## config.mk

```make
export PLATFORM = sky130hd
export DESIGN_NAME = ppc_regs
export DESIGN_NICKNAME = d
export VERILOG_FILES = /design/src/rtl/ppc_pkg.sv /design/src/rtl/ppc_pace.sv /design/src/rtl/ppc_regs.sv
export SDC_FILE = /design/constraint.sdc
export NUM_CORES = 1
export LEC_CHECK = 0
export ABC_CLOCK_PERIOD_IN_PS = 2200
export BUFFER_PORTS_ARGS = -buffer_cell sky130_fd_sc_hd__buf_2
export CELL_PAD_IN_SITES_DETAIL_PLACEMENT = 0
export CELL_PAD_IN_SITES_GLOBAL_PLACEMENT = 1
export CORE_MARGIN = 2
export CORE_UTILIZATION = 36
export CTS_BUF_LIST = sky130_fd_sc_hd__clkbuf_16
export CTS_CLUSTER_DIAMETER = 80
export DETAILED_ROUTE_END_ITERATION = 6
export PLACE_DENSITY = 0.79
export SKIP_LAST_GASP = 1
export SYNTH_ARGS = -nofsm -noshare
export SYNTH_HDL_FRONTEND = slang
export SYNTH_SLANG_ARGS = --single-unit
```

## constraint.sdc

```tcl
create_clock -name pclk -period 2.2 [get_ports pclk]
set_input_delay 0.22 -clock pclk [delete_from_list [all_inputs] [get_ports pclk]]
set_output_delay 0.22 -clock pclk [all_outputs]
set_load 0.05 [all_outputs]
```

## src/rtl/ppc_pkg.sv

```systemverilog
// Purpose: Constants and types of the parallel port peripheral registers
// Assumes: APB slave, 32-bit data, one clock (pclk)
// Notes: One rule to a line below, tag first
// Function
// - Mode enable bits reset to disabled
// - Hardware drives link only with both hw enables
// - Latch host extensibility byte at event 4
// - Reverse transfer enable bit, reset clear
// - Reading interrupt status clears its flags
// - Four read-only status flags, reset zero
// - Four pin interrupt enable bits, edge or level
// - Four level bits select low or high
// - Pacing count sets clock periods between changes
// - Store forward ECP channel address, read-only
// - Direct pin control only with no mode
// - SelectIn rising edge flags negotiation start, except in ECP mode
// - Strobe falling edge flags transfer start, except in ECP mode
package ppc_pkg;

   // ==========================================================
   // Register byte addresses
   localparam logic [31:0] ADDR_IRQ_ENABLE = 32'h9040011C;
   localparam logic [31:0] ADDR_MODE_ENABLE = 32'h90400120;
   localparam logic [31:0] ADDR_HOST_EXT_BYTE = 32'h90400124;
   localparam logic [31:0] ADDR_EXT_CONTROL = 32'h90400128;
   localparam logic [31:0] ADDR_IRQ_STATUS = 32'h9040012C;
   localparam logic [31:0] ADDR_IRQ_CLEAR = 32'h90400130;
   localparam logic [31:0] ADDR_PIN_IRQ_MASK = 32'h90400134;
   localparam logic [31:0] ADDR_PIN_IRQ_CTRL = 32'h90400138;
   localparam logic [31:0] ADDR_PACING_COUNT = 32'h90400168;
   localparam logic [31:0] ADDR_FWD_CHAN_ADDR = 32'h90400174;

   // ==========================================================
   // Field positions
   localparam int MODE_ECP_BIT = 6;
   localparam int MODE_SPP_BIT = 5;
   localparam int MODE_HW_XFER_BIT = 4;
   localparam int MODE_HW_NEG_BIT = 2;
   localparam int EXT_REVERSE_BIT = 6;
   localparam int STS_PIN_SEL_BIT = 5;
   localparam int STS_CHAN_ADDR_BIT = 4;
   localparam int STS_NEG_START_BIT = 1;
   localparam int STS_XFER_START_BIT = 0;
   localparam int PIN_EDGE_LSB = 4;
   localparam int NUM_PINS = 4;

   // Writable masks and reset values
   localparam logic [31:0] MODE_ENABLE_MASK = 32'h00000074;
   localparam logic [31:0] EXT_CONTROL_MASK = 32'h00000040;
   localparam logic [31:0] IRQ_MASK = 32'h00000033;
   localparam logic [31:0] BYTE_MASK = 32'h000000FF;
   localparam logic [31:0] NIBBLE_MASK = 32'h0000000F;
   localparam logic [31:0] REG_RESET = 32'h00000000;

   // ==========================================================
   // Link inputs, bit 3 down to bit 0
   typedef struct packed {
      logic autofd_n;
      logic init_n;
      logic selectin_n;
      logic strobe_n;
   } ppc_pins_t;

   // Events from the transfer engine, same clock
   typedef struct packed {
      logic neg_event4;
      logic [7:0] ext_byte;
      logic chan_addr_valid;
      logic [7:0] chan_addr;
   } ppc_eng_evt_t;

   // Control levels handed to the link logic
   typedef struct packed {
      logic hw_link_drive;
      logic sw_pin_ctrl_en;
      logic reverse_xfer_en;
      logic ecp_en;
      logic spp_en;
   } ppc_ctrl_t;

endpackage : ppc_pkg

```

## src/rtl/ppc_pace.sv

```systemverilog
// Purpose: Granularity pacing divider for automatic link modes
// Assumes: Single clock, count value stable while running
// Notes: Count of zero behaves as one period
`timescale 1ns/1ps
`default_nettype none
module ppc_pace #(
   parameter int CW = 8
) (
   // Clock and reset
   input wire logic pclk,
   input wire logic presetn,
   // Control
   input wire logic run,
   input wire logic [CW-1:0] periods,
   // Pacing enable pulse
   output logic tick
);

   logic [CW-1:0] cnt_r;

   // ==========================================================
   // periods between ticks
   always_ff @(posedge pclk or negedge presetn) begin
      if (!presetn) begin
         cnt_r <= '0;
         tick <= 1'b0;
      end else if (!run) begin
         cnt_r <= '0;
         tick <= 1'b0;
      end else if (cnt_r + 1'b1 >= periods) begin
         cnt_r <= '0;
         tick <= 1'b1;
      end else begin
         cnt_r <= cnt_r + 1'b1;
         tick <= 1'b0;
      end
   end

endmodule : ppc_pace
`default_nettype wire

```

## src/rtl/ppc_regs.sv

```systemverilog
// Purpose: APB register bank of the parallel port peripheral side
// Assumes: Link pins are asynchronous; engine events on pclk
// Notes: Every access takes one wait state
//
// The implementer's own choice: register access over APB.
`timescale 1ns/1ps
`default_nettype none
module ppc_regs
   import ppc_pkg::*;
#(
   parameter int PACE_W = 8
) (
   // Clock and reset
   input wire logic pclk,
   input wire logic presetn,
   // APB slave
   input wire logic psel,
   input wire logic penable,
   input wire logic pwrite,
   input wire logic [31:0] paddr,
   input wire logic [31:0] pwdata,
   output logic [31:0] prdata,
   output logic pready,
   output logic pslverr,
   // Link pins from the host
   input wire ppc_pins_t link_pins,
   // Transfer engine
   input wire ppc_eng_evt_t eng_evt,
   output ppc_ctrl_t ctrl,
   output logic pace_tick,
   // Interrupt
   output logic irq
);

   // ==========================================================
   // Decode helpers
   function automatic logic hit(input logic [31:0] a, input logic [31:0] o);
      hit = (a == o);
   endfunction

   function automatic logic mapped(input logic [31:0] a);
      mapped = hit(a, ADDR_IRQ_ENABLE) || hit(a, ADDR_MODE_ENABLE) ||
               hit(a, ADDR_HOST_EXT_BYTE) || hit(a, ADDR_EXT_CONTROL) ||
               hit(a, ADDR_IRQ_STATUS) || hit(a, ADDR_IRQ_CLEAR) ||
               hit(a, ADDR_PIN_IRQ_MASK) || hit(a, ADDR_PIN_IRQ_CTRL) ||
               hit(a, ADDR_PACING_COUNT) || hit(a, ADDR_FWD_CHAN_ADDR);
   endfunction

   // ==========================================================
   // Storage
   logic [31:0] mode_enable_r;
   logic [31:0] host_ext_byte_r;
   logic [31:0] ext_control_r;
   logic [31:0] irq_status_r;
   logic [31:0] irq_enable_r;
   logic [31:0] pin_mask_r;
   logic [31:0] pin_ctrl_r;
   logic [31:0] pacing_r;
   logic [31:0] fwd_addr_r;

   logic access;
   logic commit;
   logic wr_commit;
   logic rd_commit;
   logic [31:0] rd_nxt;

   assign access = psel && penable;
   // Write effects and read clears land on the edge that sees pready
   assign commit = access && pready;
   assign wr_commit = commit && pwrite;
   assign rd_commit = commit && !pwrite;

   // ==========================================================
   // APB handshake: one wait state, data and error from flops
   always_ff @(posedge pclk or negedge presetn) begin
      if (!presetn) begin
         pready <= 1'b0;
         pslverr <= 1'b0;
         prdata <= 32'h00000000;
      end else if (access && !pready) begin
         pready <= 1'b1;
         pslverr <= !mapped(paddr);
         prdata <= pwrite ? 32'h00000000 : rd_nxt;
      end else begin
         pready <= 1'b0;
         pslverr <= 1'b0;
         prdata <= 32'h00000000;
      end
   end

   always_comb begin
      rd_nxt = 32'h00000000;
      if (hit(paddr, ADDR_IRQ_ENABLE)) begin
         rd_nxt = irq_enable_r;
      end else if (hit(paddr, ADDR_MODE_ENABLE)) begin
         rd_nxt = mode_enable_r;
      end else if (hit(paddr, ADDR_HOST_EXT_BYTE)) begin
         rd_nxt = host_ext_byte_r;
      end else if (hit(paddr, ADDR_EXT_CONTROL)) begin
         rd_nxt = ext_control_r;
      end else if (hit(paddr, ADDR_IRQ_STATUS)) begin
         rd_nxt = irq_status_r;
      end else if (hit(paddr, ADDR_PIN_IRQ_MASK)) begin
         rd_nxt = pin_mask_r;
      end else if (hit(paddr, ADDR_PIN_IRQ_CTRL)) begin
         rd_nxt = pin_ctrl_r;
      end else if (hit(paddr, ADDR_PACING_COUNT)) begin
         rd_nxt = pacing_r;
      end else if (hit(paddr, ADDR_FWD_CHAN_ADDR)) begin
         rd_nxt = fwd_addr_r;
      end
   end

   // ==========================================================
   // Software configuration registers
   always_ff @(posedge pclk or negedge presetn) begin
      if (!presetn) begin
         mode_enable_r <= REG_RESET;
         ext_control_r <= REG_RESET;
         pin_mask_r <= REG_RESET;
         pin_ctrl_r <= REG_RESET;
         pacing_r <= REG_RESET;
         irq_enable_r <= REG_RESET;
      end else if (wr_commit) begin
         if (hit(paddr, ADDR_MODE_ENABLE)) begin
            mode_enable_r <= pwdata & MODE_ENABLE_MASK;
         end
         if (hit(paddr, ADDR_EXT_CONTROL)) begin
            ext_control_r <= pwdata & EXT_CONTROL_MASK;
         end
         if (hit(paddr, ADDR_PIN_IRQ_MASK)) begin
            pin_mask_r <= pwdata & NIBBLE_MASK;
         end
         if (hit(paddr, ADDR_PIN_IRQ_CTRL)) begin
            pin_ctrl_r <= pwdata & BYTE_MASK;
         end
         if (hit(paddr, ADDR_PACING_COUNT)) begin
            pacing_r <= pwdata & BYTE_MASK;
         end
         if (hit(paddr, ADDR_IRQ_ENABLE)) begin
            irq_enable_r <= pwdata & IRQ_MASK;
         end
      end
   end

   // ==========================================================
   // Values captured from the transfer engine
   always_ff @(posedge pclk or negedge presetn) begin
      if (!presetn) begin
         host_ext_byte_r <= REG_RESET;
      end else if (eng_evt.neg_event4) begin
         // latch at event 4, beats a software write
         host_ext_byte_r <= {24'h000000, eng_evt.ext_byte};
      end else if (wr_commit && hit(paddr, ADDR_HOST_EXT_BYTE)) begin
         host_ext_byte_r <= pwdata & BYTE_MASK;
      end
   end

   always_ff @(posedge pclk or negedge presetn) begin
      if (!presetn) begin
         fwd_addr_r <= REG_RESET;
      end else if (eng_evt.chan_addr_valid) begin
         fwd_addr_r <= {24'h000000, eng_evt.chan_addr};
      end
   end

   // ==========================================================
   // Link pin synchronisers and edge detection
   logic [NUM_PINS-1:0] pin_s1_r;
   logic [NUM_PINS-1:0] pin_s2_r;
   logic [NUM_PINS-1:0] pin_s3_r;
   logic [NUM_PINS-1:0] pin_stable_r;
   logic [NUM_PINS-1:0] pin_rise;
   logic [NUM_PINS-1:0] pin_fall;
   logic [NUM_PINS-1:0] pin_hit;

   genvar gi;
   generate
      for (gi = 0; gi < NUM_PINS; gi++) begin : g_pin
         // A change counts once two later stages agree
         always_ff @(posedge pclk or negedge presetn) begin
            if (!presetn) begin
               pin_s1_r[gi] <= 1'b1;
               pin_s2_r[gi] <= 1'b1;
               pin_s3_r[gi] <= 1'b1;
               pin_stable_r[gi] <= 1'b1;
            end else begin
               pin_s1_r[gi] <= link_pins[gi];
               pin_s2_r[gi] <= pin_s1_r[gi];
               pin_s3_r[gi] <= pin_s2_r[gi];
               if (pin_s2_r[gi] == pin_s3_r[gi]) begin
                  pin_stable_r[gi] <= pin_s3_r[gi];
               end
            end
         end

         assign pin_rise[gi] = (pin_s2_r[gi] == pin_s3_r[gi]) &&
                               pin_s3_r[gi] && !pin_stable_r[gi];
         assign pin_fall[gi] = (pin_s2_r[gi] == pin_s3_r[gi]) &&
                               !pin_s3_r[gi] && pin_stable_r[gi];
         // enabled pin; level select; edge bit set = rising
         assign pin_hit[gi] = pin_mask_r[gi] &&
            (pin_ctrl_r[PIN_EDGE_LSB + gi] ? pin_rise[gi] :
             (pin_stable_r[gi] == pin_ctrl_r[gi]));
      end
   endgenerate

   // ==========================================================
   // Interrupt status: set wins over any clear
   logic compat_mode;
   logic [31:0] sts_set;
   logic [31:0] sts_clr;

   // Compatibility mode is any mode other than ECP
   assign compat_mode = !mode_enable_r[MODE_ECP_BIT];

   always_comb begin
      sts_set = 32'h00000000;
      sts_set[STS_PIN_SEL_BIT] = |pin_hit;
      sts_set[STS_CHAN_ADDR_BIT] = eng_evt.chan_addr_valid;
      sts_set[STS_NEG_START_BIT] = compat_mode && pin_rise[1];
      sts_set[STS_XFER_START_BIT] = compat_mode && pin_fall[0];
   end

   always_comb begin
      sts_clr = 32'h00000000;
      if (rd_commit && hit(paddr, ADDR_IRQ_STATUS)) begin
         sts_clr = IRQ_MASK;
      end else if (wr_commit && hit(paddr, ADDR_IRQ_CLEAR)) begin
         sts_clr = pwdata & IRQ_MASK;
      end
   end

   always_ff @(posedge pclk or negedge presetn) begin
      if (!presetn) begin
         irq_status_r <= REG_RESET;
      end else begin
         irq_status_r <= ((irq_status_r & ~sts_clr) | sts_set) & IRQ_MASK;
      end
   end

   always_ff @(posedge pclk or negedge presetn) begin
      if (!presetn) begin
         irq <= 1'b0;
      end else begin
         irq <= |(((irq_status_r & ~sts_clr) | sts_set) & irq_enable_r);
      end
   end

   // ==========================================================
   // Control levels to the link side
   logic hw_both;
   assign hw_both = mode_enable_r[MODE_HW_XFER_BIT] &&
                    mode_enable_r[MODE_HW_NEG_BIT];

   always_ff @(posedge pclk or negedge presetn) begin
      if (!presetn) begin
         ctrl <= '0;
      end else begin
         // hardware drives link with both enables
         ctrl.hw_link_drive <= hw_both;
         // direct pin control only without modes
         ctrl.sw_pin_ctrl_en <= ~|(mode_enable_r & MODE_ENABLE_MASK);
         ctrl.reverse_xfer_en <= ext_control_r[EXT_REVERSE_BIT];
         ctrl.ecp_en <= mode_enable_r[MODE_ECP_BIT];
         ctrl.spp_en <= mode_enable_r[MODE_SPP_BIT];
      end
   end

   // ==========================================================
   // pacing of peripheral signal changes
   ppc_pace #(
      .CW(PACE_W)
   ) u_pace (
      .pclk(pclk),
      .presetn(presetn),
      .run(hw_both),
      .periods(pacing_r[PACE_W-1:0]),
      .tick(pace_tick)
   );

endmodule : ppc_regs
`default_nettype wire

```

Word-level counts from Yosys, hierarchy flattened:

Cells that the tools add are included.

* bits in registers: 138
* input bits: 91
* output and inout bits: 41
* logic and storage cells: 139

* add/sub/neg operators: 1
* magnitude comparators: 1
* equal/unequal tests: 18
* muxes and demuxes: 25
* bitwise logic cells: 4
* reduce and logical (&&, ||, !) cells: 54

Operators with widths (count)
* equality test 32 bit, second input constant: 10
* 2-to-1 mux 32 bit: 7
* 2-to-1 mux 8 bit: 8
* AND 32 x 6 -> 32 bit: 1
* AND 6 x 32 -> 32 bit: 1
* inverter 32 bit: 1
* OR 32 x 6 -> 32 bit: 1
* OR reduction 32 bit: 1
* logical AND 1 bit: 25
* 2-to-1 mux 6 bit: 2
* AND reduction 2 bit: 6
* zero test 1 bit: 10
* logical OR 1 bit: 9
* adder 8 x 1 -> 8 bit, second input constant: 1
* equality test 1 bit: 8
* >= comparator 8 bit: 1
* 2-to-1 mux 1 bit: 8
* OR reduction 4 bit: 2
* nonzero test 2 bit: 1

Logic depth before layout (Yosys ltp):

Gate-level depths: netlist of the first run.

* depth in word-level cells: 12
* depth in mapped cells: 10
* mapped depth without buffers: 9

Hierarchy:

From an unflattened synthesis of the first run, not the netlist that was laid out.

* cell total of the unflattened synthesis: 410
* area, all modules: 4615.7 µm²

Modules (own cells, without submodules)
* ppc_regs: instances 1, cells each 350, area each 3983.8 µm², seq. area each 2047.0 µm²
* ppc_pace: instances 1, cells each 60, area each 631.9 µm², seq. area each 225.2 µm²

Worst setup path before layout of the first run:

Ideal clock, no wire load.

* kind: register -> register
* start point: register pready
* end point: register irq
* setup time: 0.126 ns
* arrival: 2.265 ns
* data required time: 2.074 ns
* path slack: -0.191 ns
* stages on the path, launching flop included: 7
* buffers on the path: 0
* clock period less this slack: 2.391 ns
* cell sequence: dfrtp_1 -> nand4_2 -> nor4b_2 -> nand4_1 -> a31o_2 -> a22o_1 -> a221o_1

* word-level cells in the longest chain between the ends: 10
* elaborated cells between the ends (all ways): 12
* classes of those cells: 2 x mux; 4 x bitwise; 6 x reduce/logical

RTL lines
* from (decl): line ppc_regs.sv:23 `output logic pready,`
* from (signal assigned): line ppc_regs.sv:77 `pready <= 1'b0;`
* from (signal assigned): line ppc_regs.sv:81 `pready <= 1'b1;`
* from (signal assigned): line ppc_regs.sv:85 `pready <= 1'b0;`
* logical AND 1 bit (*): line ppc_regs.sv:69 `assign commit = access && pready;`
* logical AND 1 bit: line ppc_regs.sv:70 `assign wr_commit = commit && pwrite;`
* logical AND 1 bit: line ppc_regs.sv:229 `end else if (wr_commit && hit(paddr, ADDR_IRQ_CLEAR)) begin`
* 2-to-1 mux 6 bit: line ppc_regs.sv:229
* 2-to-1 mux 6 bit (*): line ppc_regs.sv:227 `if (rd_commit && hit(paddr, ADDR_IRQ_STATUS)) begin`
* inverter 32 bit (*): line ppc_regs.sv:246 `irq <= |(((irq_status_r & ~sts_clr) | sts_set) & irq_enable_r);`
* AND 6 x 32 -> 32 bit (*): line ppc_regs.sv:246
* OR 32 x 6 -> 32 bit (*): line ppc_regs.sv:246
* AND 32 x 6 -> 32 bit (*): line ppc_regs.sv:246
* OR reduction 32 bit (*): line ppc_regs.sv:246
* to (signal assigned): line ppc_regs.sv:246
* to (decl): line ppc_regs.sv:32 `output logic irq`

Mark *: on every way between the ends. The rest lies on a longest branch, timed or not.
A chain may end at the register's enable or synchronous reset.

Worst setup path after layout of the first run:

* start point: register u_pace.cnt_r[0]
* end point: register u_pace.cnt_r[6]

* word-level cells in the longest chain between the ends: 4

RTL lines
* from (decl): line ppc_pace.sv:19 `logic [CW-1:0] cnt_r;`
* from (signal assigned): line ppc_pace.sv:34 `cnt_r <= cnt_r + 1'b1;`
* adder 8 x 1 -> 8 bit (*): line ppc_pace.sv:30, ppc_pace.sv:34
* >= comparator 8 bit: line ppc_pace.sv:30 `end else if (cnt_r + 1'b1 >= periods) begin`
* 2-to-1 mux 8 bit (*): line ppc_pace.sv:30
* 2-to-1 mux 8 bit (*): line ppc_pace.sv:27 `end else if (!run) begin`

Marked as above.

==> results of run 1 <==
## state kept, by name (all words and copies together), names as in the netlist, 4 cells and up
signal           count
ctrl                 5
fwd_addr_r           8
host_ext_byte_r      8
irq_enable_r         4
irq_status_r         4
mode_enable_r        4
pacing_r             8
pin_ctrl_r           8
pin_mask_r           4
pin_s1_r             4
pin_s2_r             4
pin_s3_r             4
pin_stable_r         4
prdata               8
u_pace.cnt_r         8
## cells in the final DEF (no fill, tap or decap), types with 3 or more instances in the layout
| master | n |
|---|---|
| nor4_4 | 4 |
| xor2_1 | 5 |
| nor3_1 | 7 |
| nand3_1 | 7 |
| mux2i_1 | 13 |
| a222oi_1 | 5 |
| nor4b_1 | 3 |
| nand2b_1 | 3 |
| dfrtp_1 | 73 |
| buf_2 | 82 |
| nand4_1 | 7 |
| inv_1 | 21 |
| a31o_2 | 4 |
| a22o_1 | 3 |
| nor4_1 | 5 |
| conb_1 | 24 |
| o22ai_1 | 5 |
| ha_1 | 10 |
| buf_4 | 26 |
| a21oi_1 | 6 |
| dfstp_2 | 16 |
| dlygate4sd3_1 | 5 |
| o21ai_0 | 21 |
| ha_4 | 4 |
| a211oi_2 | 8 |
| o21ai_1 | 9 |
| nand2_1 | 38 |
| mux2_2 | 33 |
| buf_6 | 4 |
| a221oi_1 | 3 |
| nor2_1 | 9 |
| nand3b_1 | 3 |
| clkbuf_16 | 9 |
## what timing repair did
action / in CTS / in global routing
hold buffers: 5 / 0
resized for setup: 2 / 38
pin swaps: 2 / 12
endpoints found under the hold margin: 41 / 0
cloned: 0 / 2
setup buffers: 3 / 2
setup endpoints to repair: 9 / 9
## layout make-up
class                           instances  share of cell area
Clock buffer                            9              0.0390
Clock inverter                          7             0.00737
Inverter                               22              0.0143
Multi-Input combinational cell        279               0.381
Sequential cell                        90               0.394
Tap cell                              168              0.0364
Timing Repair Buffer                  119               0.128
## cells by family after synthesis
| family | after synthesis |
|---|---|
| adder cells (fa/ha/maj) | 14 |
| XOR/XNOR | 9 |
| buffers and inverters | 56 |
| flip-flops | 90 |
| other | 1 |
| AO/OA/AOI/OAI | 78 |
| AND/OR/NAND/NOR | 107 |
| multiplexers | 46 |
## worst max-delay path, delay by kind of cell (launching register included)
family / cells / cell delay [ns]
AO/OA/AOI/OAI: 3 / 0.62
XOR/XNOR: 1 / 0.19
adder cells (fa/ha/maj): 1 / 0.25
buffers and inverters: 2 / 0.27
flip-flops: 1 / 0.43
AND/OR/NAND/NOR: 2 / 0.32
## per-layer routing
metal / GRT usage / share of wire / up-vias
li1: - / - / 1656
met1: 0.252 / 0.46 / 1699
met2: 0.273 / 0.47 / 110
met3: 0.0434 / 0.054 / 11
met4: 0.0460 / 0.014 / 0
met5: 0 / 0 / -
## power groups by stage
stage	Combinational, W	Sequential [W]	Clock (W)
finish	0.000372	0.00176	0.00140
global route	0.000407	0.00177	0.00151
CTS	0.000375	0.00176	0.00142
detailed placement	0.000368	0.00179	0
global placement	0.000359	0.00179	0
floorplan	0.000237	0.00179	0
## Yosys cell counts, drive strengths merged (4+ instances only)
master	n	share of area
dfrtp	74	0.41
nand2	38	0.032
mux2	33	0.083
buf	32	0.048
o21ai	31	0.034
inv	22	0.018
dfstp	16	0.093
ha	14	0.039
mux2i	13	0.029
nor2	12	0.011
a211oi	10	0.017
nand3	10	0.012
nor4	9	0.026
nand4	8	0.013
nor3	8	0.011
a21oi	7	0.0078
xor2	6	0.012
a222oi	5	0.011
o22ai	5	0.0070
a31o	4	0.0078
nor4b	4	0.0092
## through the flow
step,total power [W],area [sq um]
floorplan,0.00202,4590
global placement,0.00215,5200
detailed placement,0.00216,5200
CTS,0.00356,5550
global route,0.00368,5770
finish,0.00353,5770
## worst max path at each step
stage          slack, ns       startpoint          endpoint  cells past startpoint
2_1_floorplan       0.02           pready               irq                      6
3_3_place_gp       -0.11         paddr[9]  mode_enable_r[2]                      6
3_5_place_dp       -0.14         paddr[9]  mode_enable_r[5]                      6
4_1_cts           -0.002  u_pace.cnt_r[1]   u_pace.cnt_r[5]                      9
5_1_grt            -0.08  u_pace.cnt_r[0]   u_pace.cnt_r[6]                      9
6_report            0.01  u_pace.cnt_r[0]   u_pace.cnt_r[6]                      9
==> run_results.csv, run 1 <==
group,metric,value,unit
placement,portBuffers,83,
power_and_ir_drop,switching_share,0.262,
sta,whs,0.0920,ns
setup_path,reg2reg_depth,9,
route,drt_iter0_markers,234,
floorplan,die-area,0.0134,sq mm
clock_network,cts_sinks,90,
worst_hold_path,hold_class,"input port to flip-flop",
route,drtPass1Iterations,6,
finish,ff_latch_area,0.00227,sq mm
sta,worst_pin_slew,0.586,ns
logic_synthesis,syn_inst,401,
finish,drive_gt1_frac,0.413,
placement,hpwl,8560,um
sta,slew_headroom,0.607,
logic_synthesis,netlist_area,0.00450,sq mm
outcome,outcome,"finished, final reports clean",
setup_path,cp-start-kind,"flip-flop",
placement,dpl.cell_count,666,
sta,fin_worst_skew,0.0100,ns
sta,max_freq,457,MHz
global_route,antenna_found_initial,0,
power_and_ir_drop,ir_drop,0.338,mV
placement,place_congestion,0.906,
logic_synthesis,ys_types,53,
worst_hold_path,min_to,"host_ext_byte_r[2]",
power_and_ir_drop,p_per_area,612,mW/mm^2
sta,tns,0,ns
route,wl_per_cell,16.6,um
route,drc_errors,0,
floorplan,core-area,0.0121,sq mm
finish,synthToLayoutAreaGrowth,28.3,%
setup_path,reg2reg_from,"u_pace.cnt_r[0]",
power_and_ir_drop,pwr-share-clk,0.396,
clock_network,clk_pin_slew_worst_paths,0.06,ns
floorplan,start_util,0.371,
setup_path,cp_slowest_cell,"dfrtp_1",
clock_network,cts_buffers,9,
logic_synthesis,yosysWarningCount,0,
job,max-cap-violations,0,
finish,final_cells,694,
logic_synthesis,ys_seq_area_frac,0.505,
clock_network,cts.path.max_buffers,2,
setup_path,crit_chain,"and3_4 > nand3_4 > xor2_1 > inv_1 > ha_4 > a2111oi_4 > o21ai_2 > buf_6 > a211oi_2",
logic_synthesis,async_flop_share,1.00,
sta,slew_violations,0,
placement,post-place-ws,-0.136,ns
logic_synthesis,synth_xor_area_frac,0.0175,
logic_synthesis,synth_fa_ha_area_frac,0.0389,
sta,period_share,0.995,
clock_network,cts-htree-levels,3,
logic_synthesis,synth-compound-area-share,0.115,
finish,multi_input_area,0.00220,sq mm
setup_path,rrSetupSlack,0.01,ns
power_and_ir_drop,power_frac_seq,0.499,
route,wl,11500,um
power_and_ir_drop,combPwrFrac,0.105,
logic_synthesis,yosys.area_share.simple,0.142,
sta,period_needed,2.19,ns
logic_synthesis,avgSynthCellArea,11.2,sq um
worst_hold_path,holdPathStages,3,
clock_network,clk_latency,0.35,ns
floorplan,io_pins,132,
setup_path,crit_arrival,2.44,ns
logic_synthesis,ys_ff_latch,90,
logic_synthesis,muxShareOfSynthArea,0.112,
global_route,grt_usage,0.177,
global_route,grt_pass1_vias,3433,
power_and_ir_drop,p_int,0.00261,W
sta,finalSetupViolCount,0,
floorplan,die_y,116,um
sta,hold_violations,0,
route,vias_per_cell,5.01,
finish,fillCellCount,1143,
global_route,grt_max_degree,53,
setup_path,cp_max_fo,5,
logic_synthesis,synth_edf_count,0,
floorplan,std_cell_rows,40,
global_route,grt_first_pass_wirelength,17800,um
floorplan,die_w,116,um
finish,num-nets-final,626,
setup_path,critPathRequiredTime,2.45,ns
route,via_count,3476,
logic_synthesis,synth_top_family_by_area,"simple AND/OR/NAND/NOR gates",
clock_network,root_buffer,"clkbuf_16",
setup_path,r2r-end,"u_pace.cnt_r[6]",
logic_synthesis,ys.flop_type,"dfrtp_1",
setup_path,critPathMaxStageDelay,0.43,ns
finish,final_core_util,0.477,
finish,antenna_cells,0,
route,ant_nets,0,
sta,worst_slack,0.0113,ns
power_and_ir_drop,p_leak,2.71,nW
setup_path,path_class,"flip-flop to flip-flop",
global_route,gr-total-overflow,0,
setup_path,cp-end-kind,"flip-flop",
power_and_ir_drop,power_switching,0.000924,W
worst_hold_path,worstHoldStart,"eng_evt[11]",
clock_network,cts_tree,"done",
sta,rsz0062_at_grt,"yes",
No activity file was read; power rests on OpenSTA's default activity.
==> inputs of run 2 (changes only) <==
--- a/config.mk
+++ b/config.mk
@@ -6,7 +6,7 @@
 export NUM_CORES = 1
 export LEC_CHECK = 0
 export ABC_CLOCK_PERIOD_IN_PS = 2200
-export BUFFER_PORTS_ARGS = -buffer_cell sky130_fd_sc_hd__buf_2
+export BUFFER_PORTS_ARGS = -buffer_cell sky130_fd_sc_hd__buf_4
 export CELL_PAD_IN_SITES_DETAIL_PLACEMENT = 0
 export CELL_PAD_IN_SITES_GLOBAL_PLACEMENT = 1
 export CORE_MARGIN = 2
==> run 2 against run 1 <==
Against the previous run: die area stayed put; design area is 2.9% higher; cell count is 0.14% higher; via count is 0.17% higher; clock-buffer cell count stayed put; clock power is 4% lower; worst setup slack better by 0.010 ns; clock skew is 0.0017 ns lower; power is 0.80% lower; highest routed layer unchanged.
==> run_results.csv, run 2 (synthesized netlist as in run 1, its figures left out) <==
group,metric,value,unit
clock_network,clk_pin_slew_worst_paths,0.06,ns
sta,rsz0062_at_grt,"yes",
setup_path,reg2reg_from,"u_pace.cnt_r[0]",
sta,max_freq,459,MHz
floorplan,die_y,116,um
setup_path,reg2reg_depth,9,
clock_network,cts_buffers,9,
sta,period_share,0.990,
clock_network,clk_latency,0.33,ns
worst_hold_path,min_to,"host_ext_byte_r[6]",
finish,layout_commonest_cell,"buf_4",
setup_path,critPathRequiredTime,2.44,ns
power_and_ir_drop,p_leak,2.78,nW
setup_path,crit_arrival,2.41,ns
clock_network,cts_sinks,90,
route,wl_per_cell,16.6,um
sta,slew_violations,0,
sta,fin_worst_skew,0.00835,ns
finish,drive_gt1_frac,0.406,
floorplan,core-area,0.0121,sq mm
setup_path,cp_max_fo,8,
route,drt_iter0_markers,241,
global_route,antenna_found_initial,0,
global_route,grt_max_degree,49,
floorplan,die_w,116,um
setup_path,cp-start-kind,"flip-flop",
route,ant_nets,0,
placement,portBuffers,83,
power_and_ir_drop,ir_drop,0.377,mV
global_route,grt_usage,0.178,
setup_path,path_class,"flip-flop to flip-flop",
setup_path,rrSetupSlack,0.02,ns
power_and_ir_drop,p_per_area,590,mW/mm^2
finish,synthToLayoutAreaGrowth,32.1,%
setup_path,r2r-end,"u_pace.cnt_r[7]",
finish,num-nets-final,627,
job,max-cap-violations,0,
route,vias_per_cell,5.01,
route,wl,11500,um
route,drc_errors,0,
clock_network,cts_tree,"done",
worst_hold_path,holdPathStages,3,
floorplan,std_cell_rows,40,
sta,hold_violations,0,
clock_network,cts.path.max_buffers,2,
placement,place_congestion,0.866,
clock_network,root_buffer,"clkbuf_16",
sta,worst_pin_slew,0.655,ns
floorplan,start_util,0.371,
clock_network,cts-htree-levels,3,
sta,finalSetupViolCount,0,
route,drtPass1Iterations,5,
finish,final_core_util,0.491,
floorplan,io_pins,132,
worst_hold_path,worstHoldStart,"eng_evt[15]",
placement,hpwl,8650,um
sta,period_needed,2.18,ns
route,via_count,3482,
floorplan,die-area,0.0134,sq mm
global_route,grt_pass1_vias,3534,
worst_hold_path,hold_class,"input port to flip-flop",
global_route,grt_first_pass_wirelength,18100,um
power_and_ir_drop,finalPower,0.00350,W
sta,slew_headroom,0.560,
finish,final_cell_mix,"buf_4 (113), dfrtp_1 (73), nand2_1 (38)",
global_route,gr-total-overflow,0,
finish,antenna_cells,0,
setup_path,cp-end-kind,"flip-flop",
outcome,outcome,"finished, final reports clean",
## run 2: changes by cell type in the layout (fill, tap and decap cells not counted), sizes merged
| cell | before | now |
|---|---|---|
| buf | 114 | 116 |
| inv | 24 | 26 |
| clkinv | 4 | 3 |
| clkinvlp | 1 | 0 |
| nand2b | 4 | 3 |
## run 2: cell type report
cell class / count / area (sq um)
clock buffers: 9 / 225
repair buffers: 121 / 950
flip-flops and latches: 90 / 2270
inverters: 22 / 82.6
multi-input cells: 278 / 2170
well taps: 168 / 210
fillers: 1137 / 6170
clock inverters: 7 / 31.3
## run 2: how the worst max path moves through the flow
stage	start	endpoint	slack, ns	cells after the start
6_report	u_pace.cnt_r[0]	u_pace.cnt_r[7]	0.02	9
5_1_grt	u_pace.cnt_r[0]	u_pace.cnt_r[1]	-0.09	10
4_1_cts	u_pace.cnt_r[0]	u_pace.cnt_r[1]	0.002	10
3_5_place_dp	u_pace.cnt_r[0]	u_pace.cnt_r[6]	-0.19	8
3_3_place_gp	u_pace.cnt_r[0]	u_pace.tick	-0.13	9
2_1_floorplan	pready	irq	0.02	6
## run 2: metrics by stage
step / setup WS [ns] / TNS, ns / hold WS, ns / std cells / instance area, sq um
5_1_grt: -0.0943 / -0.555 / 0.0905 / 695 / 5940
4_1_cts: 0.00227 / 0 / 0.0910 / 694 / 5830
6_report: 0.0217 / 0 / 0.0965 / 695 / 5940
3_3_place_gp: -0.129 / -2.27 / 0.138 / 668 / 5420
3_5_place_dp: -0.188 / -2.97 / 0.141 / 668 / 5420
2_1_floorplan: 0.0218 / 0 / -0.0756 / 424 / 4590
## run 2: what timing repair did
action	CTS	global route
setup endpoints to repair	9	9
hold buffers	5	0
setup buffers	5	1
cloned	0	0
pin swaps	2	9
hold endpoints to repair	22	0
gates resized for setup	12	20
## run 2: power by group
group	internal (W)	switching, W	leakage [nW]
registers	0.00173	0.0000374	1.11
clock network	0.000745	0.000591	0.136
logic	0.000156	0.000249	1.53
## run 2: layer usage
layer,vias to the layer above,track usage,share of wire
met2,109,0.280,0.48
met4,0,0.0524,0.012
met3,11,0.0377,0.057
met5,-,0,0
li1,1653,-,-
met1,1709,0.249,0.45
## run 2: worst max-delay path: stages (launching register included)
cell and delay, ns:
dfrtp_1 0.39, and3_4 0.21, nand3_4 0.11, xor2_2 0.19, inv_2 0.06, ha_4 0.22
a2111oi_4 0.39, o21ai_2 0.13, buf_6 0.16, a211oi_2 0.21
